File: config.mk
export PLATFORM = sky130hd
export DESIGN_NAME = scan_port
export DESIGN_NICKNAME = d
export VERILOG_FILES = /design/src/design/word_fifo.v /design/src/design/scan_port.v
export VERILOG_INCLUDE_DIRS = /design/src /design/src/design
export SDC_FILE = /design/constraint.sdc
export NUM_CORES = 2
export LEC_CHECK = 0
export BUFFER_PORTS_ARGS = -buffer_cell sky130_fd_sc_hd__buf_2
export CORE_MARGIN = 2
export CORE_UTILIZATION = 35
export DETAILED_ROUTE_END_ITERATION = 8
export GPL_TIMING_DRIVEN = 0
export PLACE_DENSITY = 0.59
export SYNTH_ARGS = -nofsm -noshare
export SYNTH_HDL_FRONTEND = slang
export SYNTH_SLANG_ARGS = --single-unit
File: constraint.sdc
create_clock -name clk -period 11.8 [get_ports clk]
set_input_delay 1.18 -clock clk [delete_from_list [all_inputs] [get_ports clk]]
set_output_delay 1.18 -clock clk [all_outputs]
set_load 0.05 [all_outputs]
File: src/design/tap_regs.vh
/*
  Constants for the boundary-scan test access port: instruction codes,
  register lengths, capture patterns and timing figures.
  Assumes inclusion by bare name from the port logic.
*/
`ifndef TAP_REGS_VH
`define TAP_REGS_VH

// Register lengths
`define IR_LEN        10
`define USER_FIXED_LEN 25
`define USER_SEL_LEN  7
`define ID_LEN        32
`define CFG_LEN       32

// Boundary register length per size variant, smallest first
`define BSR_LEN_V0    438
`define BSR_LEN_V1    690
`define BSR_LEN_V2    798
`define BSR_LEN_V3    1050

// Instruction codes
`define INS_EXTEST    10'h000
`define INS_SAMPLE    10'h055
`define INS_IDCODE    10'h006
`define INS_USERCODE  10'h007
`define INS_CFG_LOAD  10'h002
`define INS_BYPASS    10'h3ff

// Pattern loaded into the instruction shifter on capture
`define IR_CAPTURE    10'h001

// Data register selector codes
`define SEL_BYPASS    3'h0
`define SEL_ID        3'h1
`define SEL_USER      3'h2
`define SEL_BSR       3'h3
`define SEL_CFG       3'h4

// Link clock figures
`define TCK_MIN_PERIOD_NS 100
`define CLK_PERIOD_NS     10
`define TCK_MIN_CYCLES    ((`TCK_MIN_PERIOD_NS + `CLK_PERIOD_NS - 1) / `CLK_PERIOD_NS)

// Configuration word buffer
`define CFG_FIFO_DEPTH 16
`define CFG_FIFO_AW    4

`endif

File: src/design/word_fifo.v
/*
  Synchronous FIFO with valid/ready on both sides.
  Assumes one clock and a synchronous active-high reset.
*/
`timescale 1ns/1ns
module word_fifo #(
  parameter WIDTH = 32,
  parameter DEPTH = 16,
  parameter AW    = 4
) (
  input  wire             clk,
  input  wire             rst,
  input  wire             in_valid,
  output wire             in_ready,
  input  wire [WIDTH-1:0] in_data,
  output wire             out_valid,
  input  wire             out_ready,
  output wire [WIDTH-1:0] out_data
);
  reg [WIDTH-1:0] mem [0:DEPTH-1];
  reg [AW-1:0]    wr_ptr;
  reg [AW-1:0]    rd_ptr;
  reg [AW:0]      count;
  wire            do_wr;
  wire            do_rd;

  assign in_ready  = (count != DEPTH[AW:0]);
  assign out_valid = (count != {(AW+1){1'b0}});
  assign out_data  = mem[rd_ptr];
  assign do_wr     = in_valid & in_ready;
  assign do_rd     = out_valid & out_ready;

  always @(posedge clk) begin
    if (do_wr) begin
      mem[wr_ptr] <= in_data;
    end
  end

  always @(posedge clk) begin
    if (rst) begin
      wr_ptr <= {AW{1'b0}};
      rd_ptr <= {AW{1'b0}};
      count  <= {(AW+1){1'b0}};
    end else begin
      // Pointers wrap; depth is a power of two
      if (do_wr) begin
        wr_ptr <= wr_ptr + 1'b1;
      end
      if (do_rd) begin
        rd_ptr <= rd_ptr + 1'b1;
      end
      if (do_wr & ~do_rd) begin
        count <= count + 1'b1;
      end else if (do_rd & ~do_wr) begin
        count <= count - 1'b1;
      end
    end
  end
endmodule

File: src/design/scan_port.v
/*
  Boundary-scan test access port with bypass, identification, user
  signature, boundary and reconfiguration data registers.
  Assumes TCK, TMS, TDI and pin levels arrive asynchronously to clk,
  with TCK at most a tenth of the clk rate.
*/
// Functional notes
// - The instruction register is 10 bits and shifts between TDI and TDO in instruction scans.
// - The user signature is 32 bits, 7 chosen by the user and 25 fixed by the device.
// - Sample/preload captures the pins without disturbing them and stores a pattern for later.
// - Extest drives the boundary pattern onto outputs and captures the input pin levels.
// - Bypass puts a single bit between TDI and TDO while normal operation continues.
// - Usercode puts the user signature register between TDI and TDO for shifting out.
// - Idcode puts the identification register between TDI and TDO for shifting out.
// - The identification value is version, part number, maker identity and one bit, MSB first.
// - The identification value always ends in a least significant 1.
// - Boundary register length is 438, 690, 798 or 1050 cells by size variant.
// - Reconfiguration instructions carry configuration words in through the port.
`timescale 1ns/1ns
`include "tap_regs.vh"
module scan_port #(
  parameter VARIANT     = 0,
  parameter BSR_LEN     = (VARIANT == 0) ? `BSR_LEN_V0 :
                          (VARIANT == 1) ? `BSR_LEN_V1 :
                          (VARIANT == 2) ? `BSR_LEN_V2 : `BSR_LEN_V3,
  // Arbitrary identity values
  parameter [3:0]  ID_VERSION = 4'h0,
  parameter [15:0] ID_PART    = 16'h1234,
  parameter [10:0] ID_MAKER   = 11'h155,
  parameter [24:0] USER_FIXED = 25'h000_0000
) (
  input  wire               clk,
  input  wire               rst,
  input  wire               tck,
  input  wire               tms,
  input  wire               tdi,
  output reg                tdo,
  output reg                tdo_oe,
  input  wire [6:0]         user_sig,
  input  wire [BSR_LEN-1:0] pin_in,
  input  wire [BSR_LEN-1:0] core_out,
  output reg  [BSR_LEN-1:0] pin_out,
  output wire               extest_active,
  output wire               cfg_valid,
  input  wire               cfg_ready,
  output wire [31:0]        cfg_data,
  output reg                cfg_overrun
);
  localparam [3:0] ST_RESET   = 4'h0;
  localparam [3:0] ST_IDLE    = 4'h1;
  localparam [3:0] ST_SEL_DR  = 4'h2;
  localparam [3:0] ST_CAP_DR  = 4'h3;
  localparam [3:0] ST_SH_DR   = 4'h4;
  localparam [3:0] ST_EX1_DR  = 4'h5;
  localparam [3:0] ST_PAU_DR  = 4'h6;
  localparam [3:0] ST_EX2_DR  = 4'h7;
  localparam [3:0] ST_UPD_DR  = 4'h8;
  localparam [3:0] ST_SEL_IR  = 4'h9;
  localparam [3:0] ST_CAP_IR  = 4'ha;
  localparam [3:0] ST_SH_IR   = 4'hb;
  localparam [3:0] ST_EX1_IR  = 4'hc;
  localparam [3:0] ST_PAU_IR  = 4'hd;
  localparam [3:0] ST_EX2_IR  = 4'he;
  localparam [3:0] ST_UPD_IR  = 4'hf;

  // Two flops on every asynchronous input before use
  reg               tck_s1;
  reg               tck_s2;
  reg               tck_d;
  reg               tms_s1;
  reg               tms_s2;
  reg               tdi_s1;
  reg               tdi_s2;
  reg [BSR_LEN-1:0] pin_s1;
  reg [BSR_LEN-1:0] pin_s2;

  reg [3:0]             state;
  reg [`IR_LEN-1:0]     ir;
  reg [`IR_LEN-1:0]     ir_sh;
  reg                   bypass_sh;
  reg [`ID_LEN-1:0]     id_sh;
  reg [`ID_LEN-1:0]     user_sh;
  reg [`CFG_LEN-1:0]    cfg_sh;
  reg [BSR_LEN-1:0]     bsr_sh;
  reg [BSR_LEN-1:0]     bsr_upd;
  reg                   cfg_pend;
  reg [`CFG_LEN-1:0]    cfg_word;

  wire                  tck_rise;
  wire                  tck_fall;
  wire [2:0]            sel;
  wire                  cfg_push;
  wire                  fifo_ready;
  wire [`ID_LEN-1:0]    id_value;
  wire [`ID_LEN-1:0]    user_value;
  wire                  shifting;

  function [3:0] tap_next;
    input [3:0] st;
    input       m;
    begin
      case (st)
        ST_RESET:  tap_next = m ? ST_RESET  : ST_IDLE;
        ST_IDLE:   tap_next = m ? ST_SEL_DR : ST_IDLE;
        ST_SEL_DR: tap_next = m ? ST_SEL_IR : ST_CAP_DR;
        ST_CAP_DR: tap_next = m ? ST_EX1_DR : ST_SH_DR;
        ST_SH_DR:  tap_next = m ? ST_EX1_DR : ST_SH_DR;
        ST_EX1_DR: tap_next = m ? ST_UPD_DR : ST_PAU_DR;
        ST_PAU_DR: tap_next = m ? ST_EX2_DR : ST_PAU_DR;
        ST_EX2_DR: tap_next = m ? ST_UPD_DR : ST_SH_DR;
        ST_UPD_DR: tap_next = m ? ST_SEL_DR : ST_IDLE;
        ST_SEL_IR: tap_next = m ? ST_RESET  : ST_CAP_IR;
        ST_CAP_IR: tap_next = m ? ST_EX1_IR : ST_SH_IR;
        ST_SH_IR:  tap_next = m ? ST_EX1_IR : ST_SH_IR;
        ST_EX1_IR: tap_next = m ? ST_UPD_IR : ST_PAU_IR;
        ST_PAU_IR: tap_next = m ? ST_EX2_IR : ST_PAU_IR;
        ST_EX2_IR: tap_next = m ? ST_UPD_IR : ST_SH_IR;
        default:   tap_next = m ? ST_SEL_DR : ST_IDLE;
      endcase
    end
  endfunction

  // Unknown codes fall back to bypass, as the standard expects
  function [2:0] dr_select;
    input [`IR_LEN-1:0] code;
    begin
      if (code == `INS_IDCODE) begin
        dr_select = `SEL_ID;
      end else if (code == `INS_USERCODE) begin
        dr_select = `SEL_USER;
      end else if (code == `INS_EXTEST || code == `INS_SAMPLE) begin
        dr_select = `SEL_BSR;
      end else if (code == `INS_CFG_LOAD) begin
        dr_select = `SEL_CFG;
      end else begin
        dr_select = `SEL_BYPASS;
      end
    end
  endfunction

  assign tck_rise      = tck_s2 & ~tck_d;
  assign tck_fall      = ~tck_s2 & tck_d;
  assign sel           = dr_select(ir);
  assign id_value      = {ID_VERSION, ID_PART, ID_MAKER, 1'b1};
  assign user_value    = {USER_FIXED, user_sig};
  assign extest_active = (ir == `INS_EXTEST);
  assign shifting      = (state == ST_SH_DR) || (state == ST_SH_IR);
  assign cfg_push      = tck_rise && (state == ST_UPD_DR) && (sel == `SEL_CFG);

  always @(posedge clk) begin
    if (rst) begin
      tck_s1 <= 1'b0;
      tck_s2 <= 1'b0;
      tck_d  <= 1'b0;
      tms_s1 <= 1'b1;
      tms_s2 <= 1'b1;
      tdi_s1 <= 1'b1;
      tdi_s2 <= 1'b1;
      pin_s1 <= {BSR_LEN{1'b0}};
      pin_s2 <= {BSR_LEN{1'b0}};
    end else begin
      tck_s1 <= tck;
      tck_s2 <= tck_s1;
      tck_d  <= tck_s2;
      tms_s1 <= tms;
      tms_s2 <= tms_s1;
      tdi_s1 <= tdi;
      tdi_s2 <= tdi_s1;
      pin_s1 <= pin_in;
      pin_s2 <= pin_s1;
    end
  end

  // Controller and scan registers advance on the rising TCK edge
  always @(posedge clk) begin
    if (rst) begin
      state     <= ST_RESET;
      ir        <= `INS_IDCODE;
      ir_sh     <= {`IR_LEN{1'b0}};
      bypass_sh <= 1'b0;
      id_sh     <= {`ID_LEN{1'b0}};
      user_sh   <= {`ID_LEN{1'b0}};
      cfg_sh    <= {`CFG_LEN{1'b0}};
      bsr_sh    <= {BSR_LEN{1'b0}};
      bsr_upd   <= {BSR_LEN{1'b0}};
    end else if (tck_rise) begin
      state <= tap_next(state, tms_s2);
      case (state)
        ST_RESET: begin
          ir <= `INS_IDCODE;
        end
        ST_CAP_IR: begin
          ir_sh <= `IR_CAPTURE;
        end
        ST_SH_IR: begin
          ir_sh <= {tdi_s2, ir_sh[`IR_LEN-1:1]};
        end
        ST_UPD_IR: begin
          ir <= ir_sh;
        end
        ST_CAP_DR: begin
          bypass_sh <= 1'b0;
          id_sh     <= id_value;
          user_sh   <= user_value;
          bsr_sh    <= pin_s2;
          cfg_sh    <= {`CFG_LEN{1'b0}};
        end
        ST_SH_DR: begin
          if (sel == `SEL_ID) begin
            id_sh <= {tdi_s2, id_sh[`ID_LEN-1:1]};
          end else if (sel == `SEL_USER) begin
            user_sh <= {tdi_s2, user_sh[`ID_LEN-1:1]};
          end else if (sel == `SEL_BSR) begin
            bsr_sh <= {tdi_s2, bsr_sh[BSR_LEN-1:1]};
          end else if (sel == `SEL_CFG) begin
            cfg_sh <= {tdi_s2, cfg_sh[`CFG_LEN-1:1]};
          end else begin
            bypass_sh <= tdi_s2;
          end
        end
        ST_UPD_DR: begin
          if (sel == `SEL_BSR) begin
            bsr_upd <= bsr_sh;
          end
        end
        default: begin
        end
      endcase
    end
  end

  // TDO changes on the falling edge so the far side samples it stable
  always @(posedge clk) begin
    if (rst) begin
      tdo    <= 1'b0;
      tdo_oe <= 1'b0;
    end else if (tck_fall) begin
      tdo_oe <= shifting;
      if (state == ST_SH_IR) begin
        tdo <= ir_sh[0];
      end else if (sel == `SEL_ID) begin
        tdo <= id_sh[0];
      end else if (sel == `SEL_USER) begin
        tdo <= user_sh[0];
      end else if (sel == `SEL_BSR) begin
        tdo <= bsr_sh[0];
      end else if (sel == `SEL_CFG) begin
        tdo <= cfg_sh[0];
      end else begin
        tdo <= bypass_sh;
      end
    end
  end

  // Sample leaves the pins to the core; only extest drives the pattern
  always @(posedge clk) begin
    if (rst) begin
      pin_out <= {BSR_LEN{1'b0}};
    end else if (extest_active) begin
      pin_out <= bsr_upd;
    end else begin
      pin_out <= core_out;
    end
  end

  // One word waits here while the buffer is full; a second one is lost
  always @(posedge clk) begin
    if (rst) begin
      cfg_pend    <= 1'b0;
      cfg_word    <= {`CFG_LEN{1'b0}};
      cfg_overrun <= 1'b0;
    end else begin
      if (cfg_push) begin
        if (cfg_pend && !fifo_ready) begin
          cfg_overrun <= 1'b1;
        end else begin
          cfg_pend <= 1'b1;
          cfg_word <= cfg_sh;
        end
      end else if (cfg_pend && fifo_ready) begin
        cfg_pend <= 1'b0;
      end
    end
  end

  word_fifo #(
    .WIDTH (`CFG_LEN),
    .DEPTH (`CFG_FIFO_DEPTH),
    .AW    (`CFG_FIFO_AW)
  ) u_cfg_fifo (
    .clk       (clk),
    .rst       (rst),
    .in_valid  (cfg_pend),
    .in_ready  (fifo_ready),
    .in_data   (cfg_word),
    .out_valid (cfg_valid),
    .out_ready (cfg_ready),
    .out_data  (cfg_data)
  );
endmodule

After elaboration in Yosys (flattened, before gate mapping)
Memories as Yosys holds them, arrays and structs flattened. A register that Yosys moved wholly into a read port is not among the register bits.
Cells that the tools add are included.

word-level totals
  register bits = 2,367
  memories = 1
  word-level logic and storage cells = 156
  memory bits (writable) = 512
  ROM bits = 0
  latch bits = 0

memory list
  name            depth  width  rd ports  clocked after Yosys merged registers in  write ports  line            text
  u_cfg_fifo.mem  16     32     1         1                                        1            word_fifo.v:20  reg [WIDTH-1:0] mem [0:DEPTH-1];

operators by class
  reduce and logical (&&, ||, !) cells = 28
  shifts and indexed selects = 0
  muxes and demuxes = 53
  div/mod/pow operators = 0
  order comparisons = 0
  $add $sub $neg = 4
  equal/unequal tests = 32
  multipliers = 0
  bitwise operators = 11

operators by type and width
  kind                                                    number
  2-to-1 mux 438 bit                                      4
  one-hot mux 438 bit (2 select lines)                    1
  2-to-1 mux 32 bit                                       7
  one-hot mux 32 bit (2 select lines)                     3
  one-hot mux 4 bit (11 select lines)                     1
  one-hot mux 10 bit (2 select lines)                     2
  == test 4 bit (second input constant)                   8
  2-to-1 mux 4 bit                                        6
  == test 10 x 3 -> 1 bit (second input constant)         2
  2-to-1 mux 3 bit                                        6
  2-to-1 mux 1 bit                                        17
  == test 4 x 3 -> 1 bit (second input constant)          4
  AND reduction 6 bit                                     2
  == test 10 x 2 -> 1 bit (second input constant)         1
  == test 10 x 7 -> 1 bit (second input constant)         1
  logical NOT 10 bit                                      1
  2-to-1 mux 5 bit                                        2
  inequality test 2 bit (second input constant)           5
  AND reduction 2 bit                                     5
  nonzero test 2 bit                                      5
  adder 4 x 1 -> 4 bit (second input constant)            2
  == test 4 x 2 -> 1 bit (second input constant)          2
  inequality test 2 x 1 -> 1 bit (second input constant)  4
  AND 1 bit                                               6
  other kinds (18)                                        31

Logic depth before layout (Yosys ltp)
  depth in word-level cells = 11
  gate-level depth with buffers = 11

By module
From an unflattened synthesis, not the netlist that was laid out.

unflattened totals
  cells, all modules = 10,220
  area total of the unflattened synthesis = 106,151.8 µm²

modules (own cells, without submodules)
  module     cells each  area an instance (µm²)  instances
  scan_port  9,326       86,093.8                1
  word_fifo  894         20,058.0                1

Worst setup path before layout
Ideal clock, no wire load.

  path kind = register to register
  start point = register u_cfg_fifo.count[0]
  end point = memory u_cfg_fifo.mem[3][0] (enable)
  arrival = 3.378 ns
  setup slack = 7.962 ns
  buffers on the path = 0
  clock period less this slack = 3.838 ns
  cell stages (with the launch flop) = 5
  cell sequence = dfxtp_1 > nor4_1 > a21boi_1 > nand2_1 > nor3_1

between the ends
  word-level cells in the longest chain between the ends = 4

ends and longest elaborated chain
  element                                 line            text
  from (decl)                             word_fifo.v:23  reg [AW:0] count;
  from (signal assigned)                  word_fifo.v:43  count <= {(AW+1){1'b0}};
  from (signal assigned)                  word_fifo.v:53  count <= count + 1'b1;
  from (signal assigned)                  word_fifo.v:55  count <= count - 1'b1;
  inequality test 5 bit                   word_fifo.v:27  assign in_ready = (count != DEPTH[AW:0]);
  AND 1 bit                               word_fifo.v:30  assign do_wr = in_valid & in_ready;
  net u_cfg_fifo.do_wr                    word_fifo.v:24  wire do_wr;
  2-to-1 mux 1 bit                        word_fifo.v:34  if (do_wr) begin
  2-to-1 mux 1 bit (implied by the code)  word_fifo.v:35  mem[wr_ptr] <= in_data;
  to (decl)                               word_fifo.v:20

The timed path passes the listed nets, and every way through them passes these cells.

==> flow_results.org <==
** Status
- The run finished with clean final reports.

** STA
- Clock period minus worst slack :: 5.436 ns
- Measured against its own limit, the worst slew margin works out to 0.04144.
- Setup TNS :: 0 ns
- The number of hold violations in the final report was 0.
- Dividing the final minimum period by the clock period gives 0.4607.
- Setup repair after global routing left no endpoint under its margin.
- Static timing analysis puts the maximum clock frequency at 0.1840 GHz.
- Final clock skew :: 0.04284 ns
- Final count of negative-setup-slack endpoints :: 0
- The max-slew violation count came to 0.
- For the pin with the worst max-slew slack, the measured transition is 1.438 ns.
- Crit path setup slack, layout :: 6.364 ns

** Global routing
- Initial antenna violation count :: 121
- Residual overflow from global routing :: 0
- Total track usage :: 0.2524
- Entering global routing, the biggest net connects 19 pins.
- The via count of the first global-routing pass was 74200.
- First-pass GRT wire length :: 519.9 mm

** Clock tree
- After clock tree synthesis, the repair step resized 0 gates.
- The number of hold buffers added after CTS was 0.
- CTS tree :: done
- The number of setup buffers added after CTS is 0.
- The clock passes through at most 4 buffers.
- The H-tree was split into 5 levels.
- Cts bufs inserted :: 310
- For this design, the sink count on the clock tree is 2883.
- Clk root buf :: sky130_fd_sc_hd__clkbuf_16
- The clock reaches the later pin of the worst-skew pair after 0.91 ns.
- Clock Pin Slew Worst Setup and Hold Paths :: 0.06 ns

** Critical path
- Crit path to :: cfg_data[23]
- Required time reported for the critical path endpoint :: 10.62 ns
- The setup check on the worst reg-to-reg path leaves a slack of 6.86 ns.
- Number of cells on the worst reg-to-reg path :: 8
- Among the stages of the critical path, the cell type that occurs most often is sky130_fd_sc_hd__mux4_2.
- Worst flop-to-flop path endpoint :: pin_out[121]
- STA puts the critical path data arrival time at 4.26 ns.
- The critical path in this run is classified as reg2out.
- Beginning of the worst register-to-register path :: ir[4]
- Largest stage delay on the critical path :: 0.95 ns
- STA classifies the critical path endpoint as an output pin.
- Worst path cell trace :: clkbuf_1 -> buf_1 -> mux4_2 -> mux4_2 -> buf_2
- STA classifies the critical path startpoint as a flip-flop.
- The slowest stage of the critical path belongs to the cell sky130_fd_sc_hd__buf_1.
- Highest net fanout along the worst path :: 10

** Routing
- In the final routed layout, each cell accounts on average for 24.36 um.
- Wire length reported by the detailed router :: 372.5 mm
- DRC :: 0
- Detailed-router iteration count before antenna repair :: 8
- After the first detailed-routing iteration, the DRC count stood at 5960.
- The detail route stage leaves a number of antenna-violating nets equal to 0.
- Per-cell via count in the routed design :: 4.978
- Detailed routing inserted a total of 76110 vias.

** Place
- Detailed placement finished with a half-perimeter wire length of 292.1 mm.
- Post-placement cell count :: 14660
- At the placement stage, the worst setup path has a slack of 5.922 ns.
- Number of buffers inserted by port buffering :: 1362
- Global placer's final weighted congestion :: 0.9673

** Synthesis
- Number of synthesized register bits :: 2883
- Net count after synthesis :: 10460
- Synthesis produced a netlist whose cell count is 9562.
- Total number of yosys warnings :: 0
- Of all flip-flops after synthesis, the portion carrying an async set or reset was 0.
- Yosys mapped a number of flops with a built-in enable equal to 512.
- Yosys cell types :: 56
- Most instantiated flip-flop cell in the synthesis netlist :: sky130_fd_sc_hd__dfxtp_1
- Per-instance average area after synthesis :: 10.21 sq um
- Syn Std Cell Area :: 97670 sq um
- Fraction of the yosys area taken by sequential cells :: 0.6434

** Cells and area
- Fin cells :: 15290
- In the final design database the tool counted 12170 nets.
- Leaving out fill and tap cells, the most frequent cell in the layout is sky130_fd_sc_hd__nand2_1.
- Compared with the post-synthesis result, the final layout area differs by 23.69%.
- Commonest cells after routing, fill and taps aside :: 2719 x sky130_fd_sc_hd__nand2_1, 2371 x sky130_fd_sc_hd__dfxtp_1, 1535 x sky130_fd_sc_hd__buf_2, 934 x sky130_fd_sc_hd__a21oi_1, 881 x sky130_fd_sc_hd__nor2b_1
- Fraction of layout instances using a drive strength above 1 :: 0.1989

** Die
- Measured along the x axis, the die boundary spans 532.3 um.
- The core region is 277000 sq um.
- Die outline area :: 283300 sq um
- Height of the die :: 532.3 um
- FP Rows :: 193
- For this configuration, the core starts out at a cell density of 0.3526.
- 1364 I/O pins were placed.

** Worst hold path
- The worst hold path belongs to the class reg2reg.

** Power and ir drop
- Leakage component of the power :: 45.04 nW
- IR analysis of the VDD net gives a maximum drop of 0.1099 mV.
- The completed layout was analyzed and its total power is 22.34 mW.
- Power spread over the standard cell area amounts to 184.9 nW/um^2.

** Run
- Max-cap viol count :: 0
[layout make-up]
cell class                 count  area (sq um)
antenna                       59         147.6
buffer                       725          3012
clock buffer                 434          9034
clock inverter               136          1879
fill                       26580        156200
inverter                       8         30.03
multi-input combinational   5946         31920
sequential                  2883         62840
tap                         3705          4636
timing repair buffer        1394          7311
[critical path: cells and delay by family, from the launching register on]
kind	cells	cell delay, ns
flip-flops	1	0.34
buffers and inverters	3	1.82
multiplexers	2	1.17
[how the worst min path moves through the flow]
stage,from,endpoint,depth (start not counted)
global route,tdi,tdi_s1,2
finish,pin_s1[199],pin_s2[199],1
CTS,tdi,tdi_s1,2
floorplan,tdi_s1,tdi_s2,1
detailed placement,pin_s1[59],pin_s2[59],1
global placement,pin_s1[67],pin_s2[67],1
[state kept, by name, indices dropped and copies added (netlist names), 438 cells and up, named ones only]
signal,count
bsr_sh,438
bsr_upd,438
pin_out,438
pin_s1,438
pin_s2,438
u_cfg_fifo.mem,512
[through the flow]
stage               hold WS (ns)  cell area [sq um]  utilization
floorplan                 0.3895              97670            -
global placement          0.4209             109100       0.3940
detailed placement        0.4204             109700       0.3962
CTS                       0.3893             120700       0.4356
global route              0.4385             120700       0.4359
finish                    0.4153             120800       0.4362
[cell usage after synthesis (all sizes together), types with 2 or more instances]
library cell  number  area [sq um]
o21ai             10         50.04
mux4             160          3603
mux2i              3         30.03
a22o              32         280.3
and3               2         12.51
buf              205          1046
nor2b            881          5512
nand2           2719         10210
a21oi            934          4674
nor3              30         160.2
nand2b            10         62.56
o22ai              9         56.30
nand3             15         75.07
a311oi           439          3845
xor2               5         43.79
inv                8         30.03
or2                5         31.28
dfxtp           2371         47470
xnor2              6         52.55
a21o               5         37.54
nand4              5         31.28
a22oi             54         405.4
ha                 9         112.6
clkbuf           520          1953
o211ai             2         15.01
edfxtp           512         15370
nor3b              3         22.52
nor4               4         40.04
or4                2         15.01
nor2             564          2117
o21a               2         15.01
a211oi            12         95.09
or3               10         62.56
[logic make-up (layout without fill, tap and decap cells)]
logic type      Yosys count  after routing  share of synthesized area
simple gates           4255           4255                     0.1884
flops                  2883           2883                     0.6434
compound gates         1506           1506                    0.09758
buf+inv                 733           2697                    0.03101
mux                     164            164                    0.03732
xor+xnor                 11             11                  0.0009864
fa+ha+maj                10             10                   0.001358
other cells               0             59                          0
[power breakdown]
| part | switching (mW) | internal (mW) |
|---|---|---|
| clock | 4.16 | 6.11 |
| combinational | 1.19 | 0.590 |
| sequential | 0.0853 | 10.2 |
| total | 5.44 | 16.9 |
[metal layers]
layer | part of all wire | GRT usage
met5 | 0.00014 | 0
met4 | 0.056 | 0.1342
met3 | 0.068 | 0.04182
met2 | 0.46 | 0.4035
met1 | 0.42 | 0.3270
(Power assumes the default switching activity.)
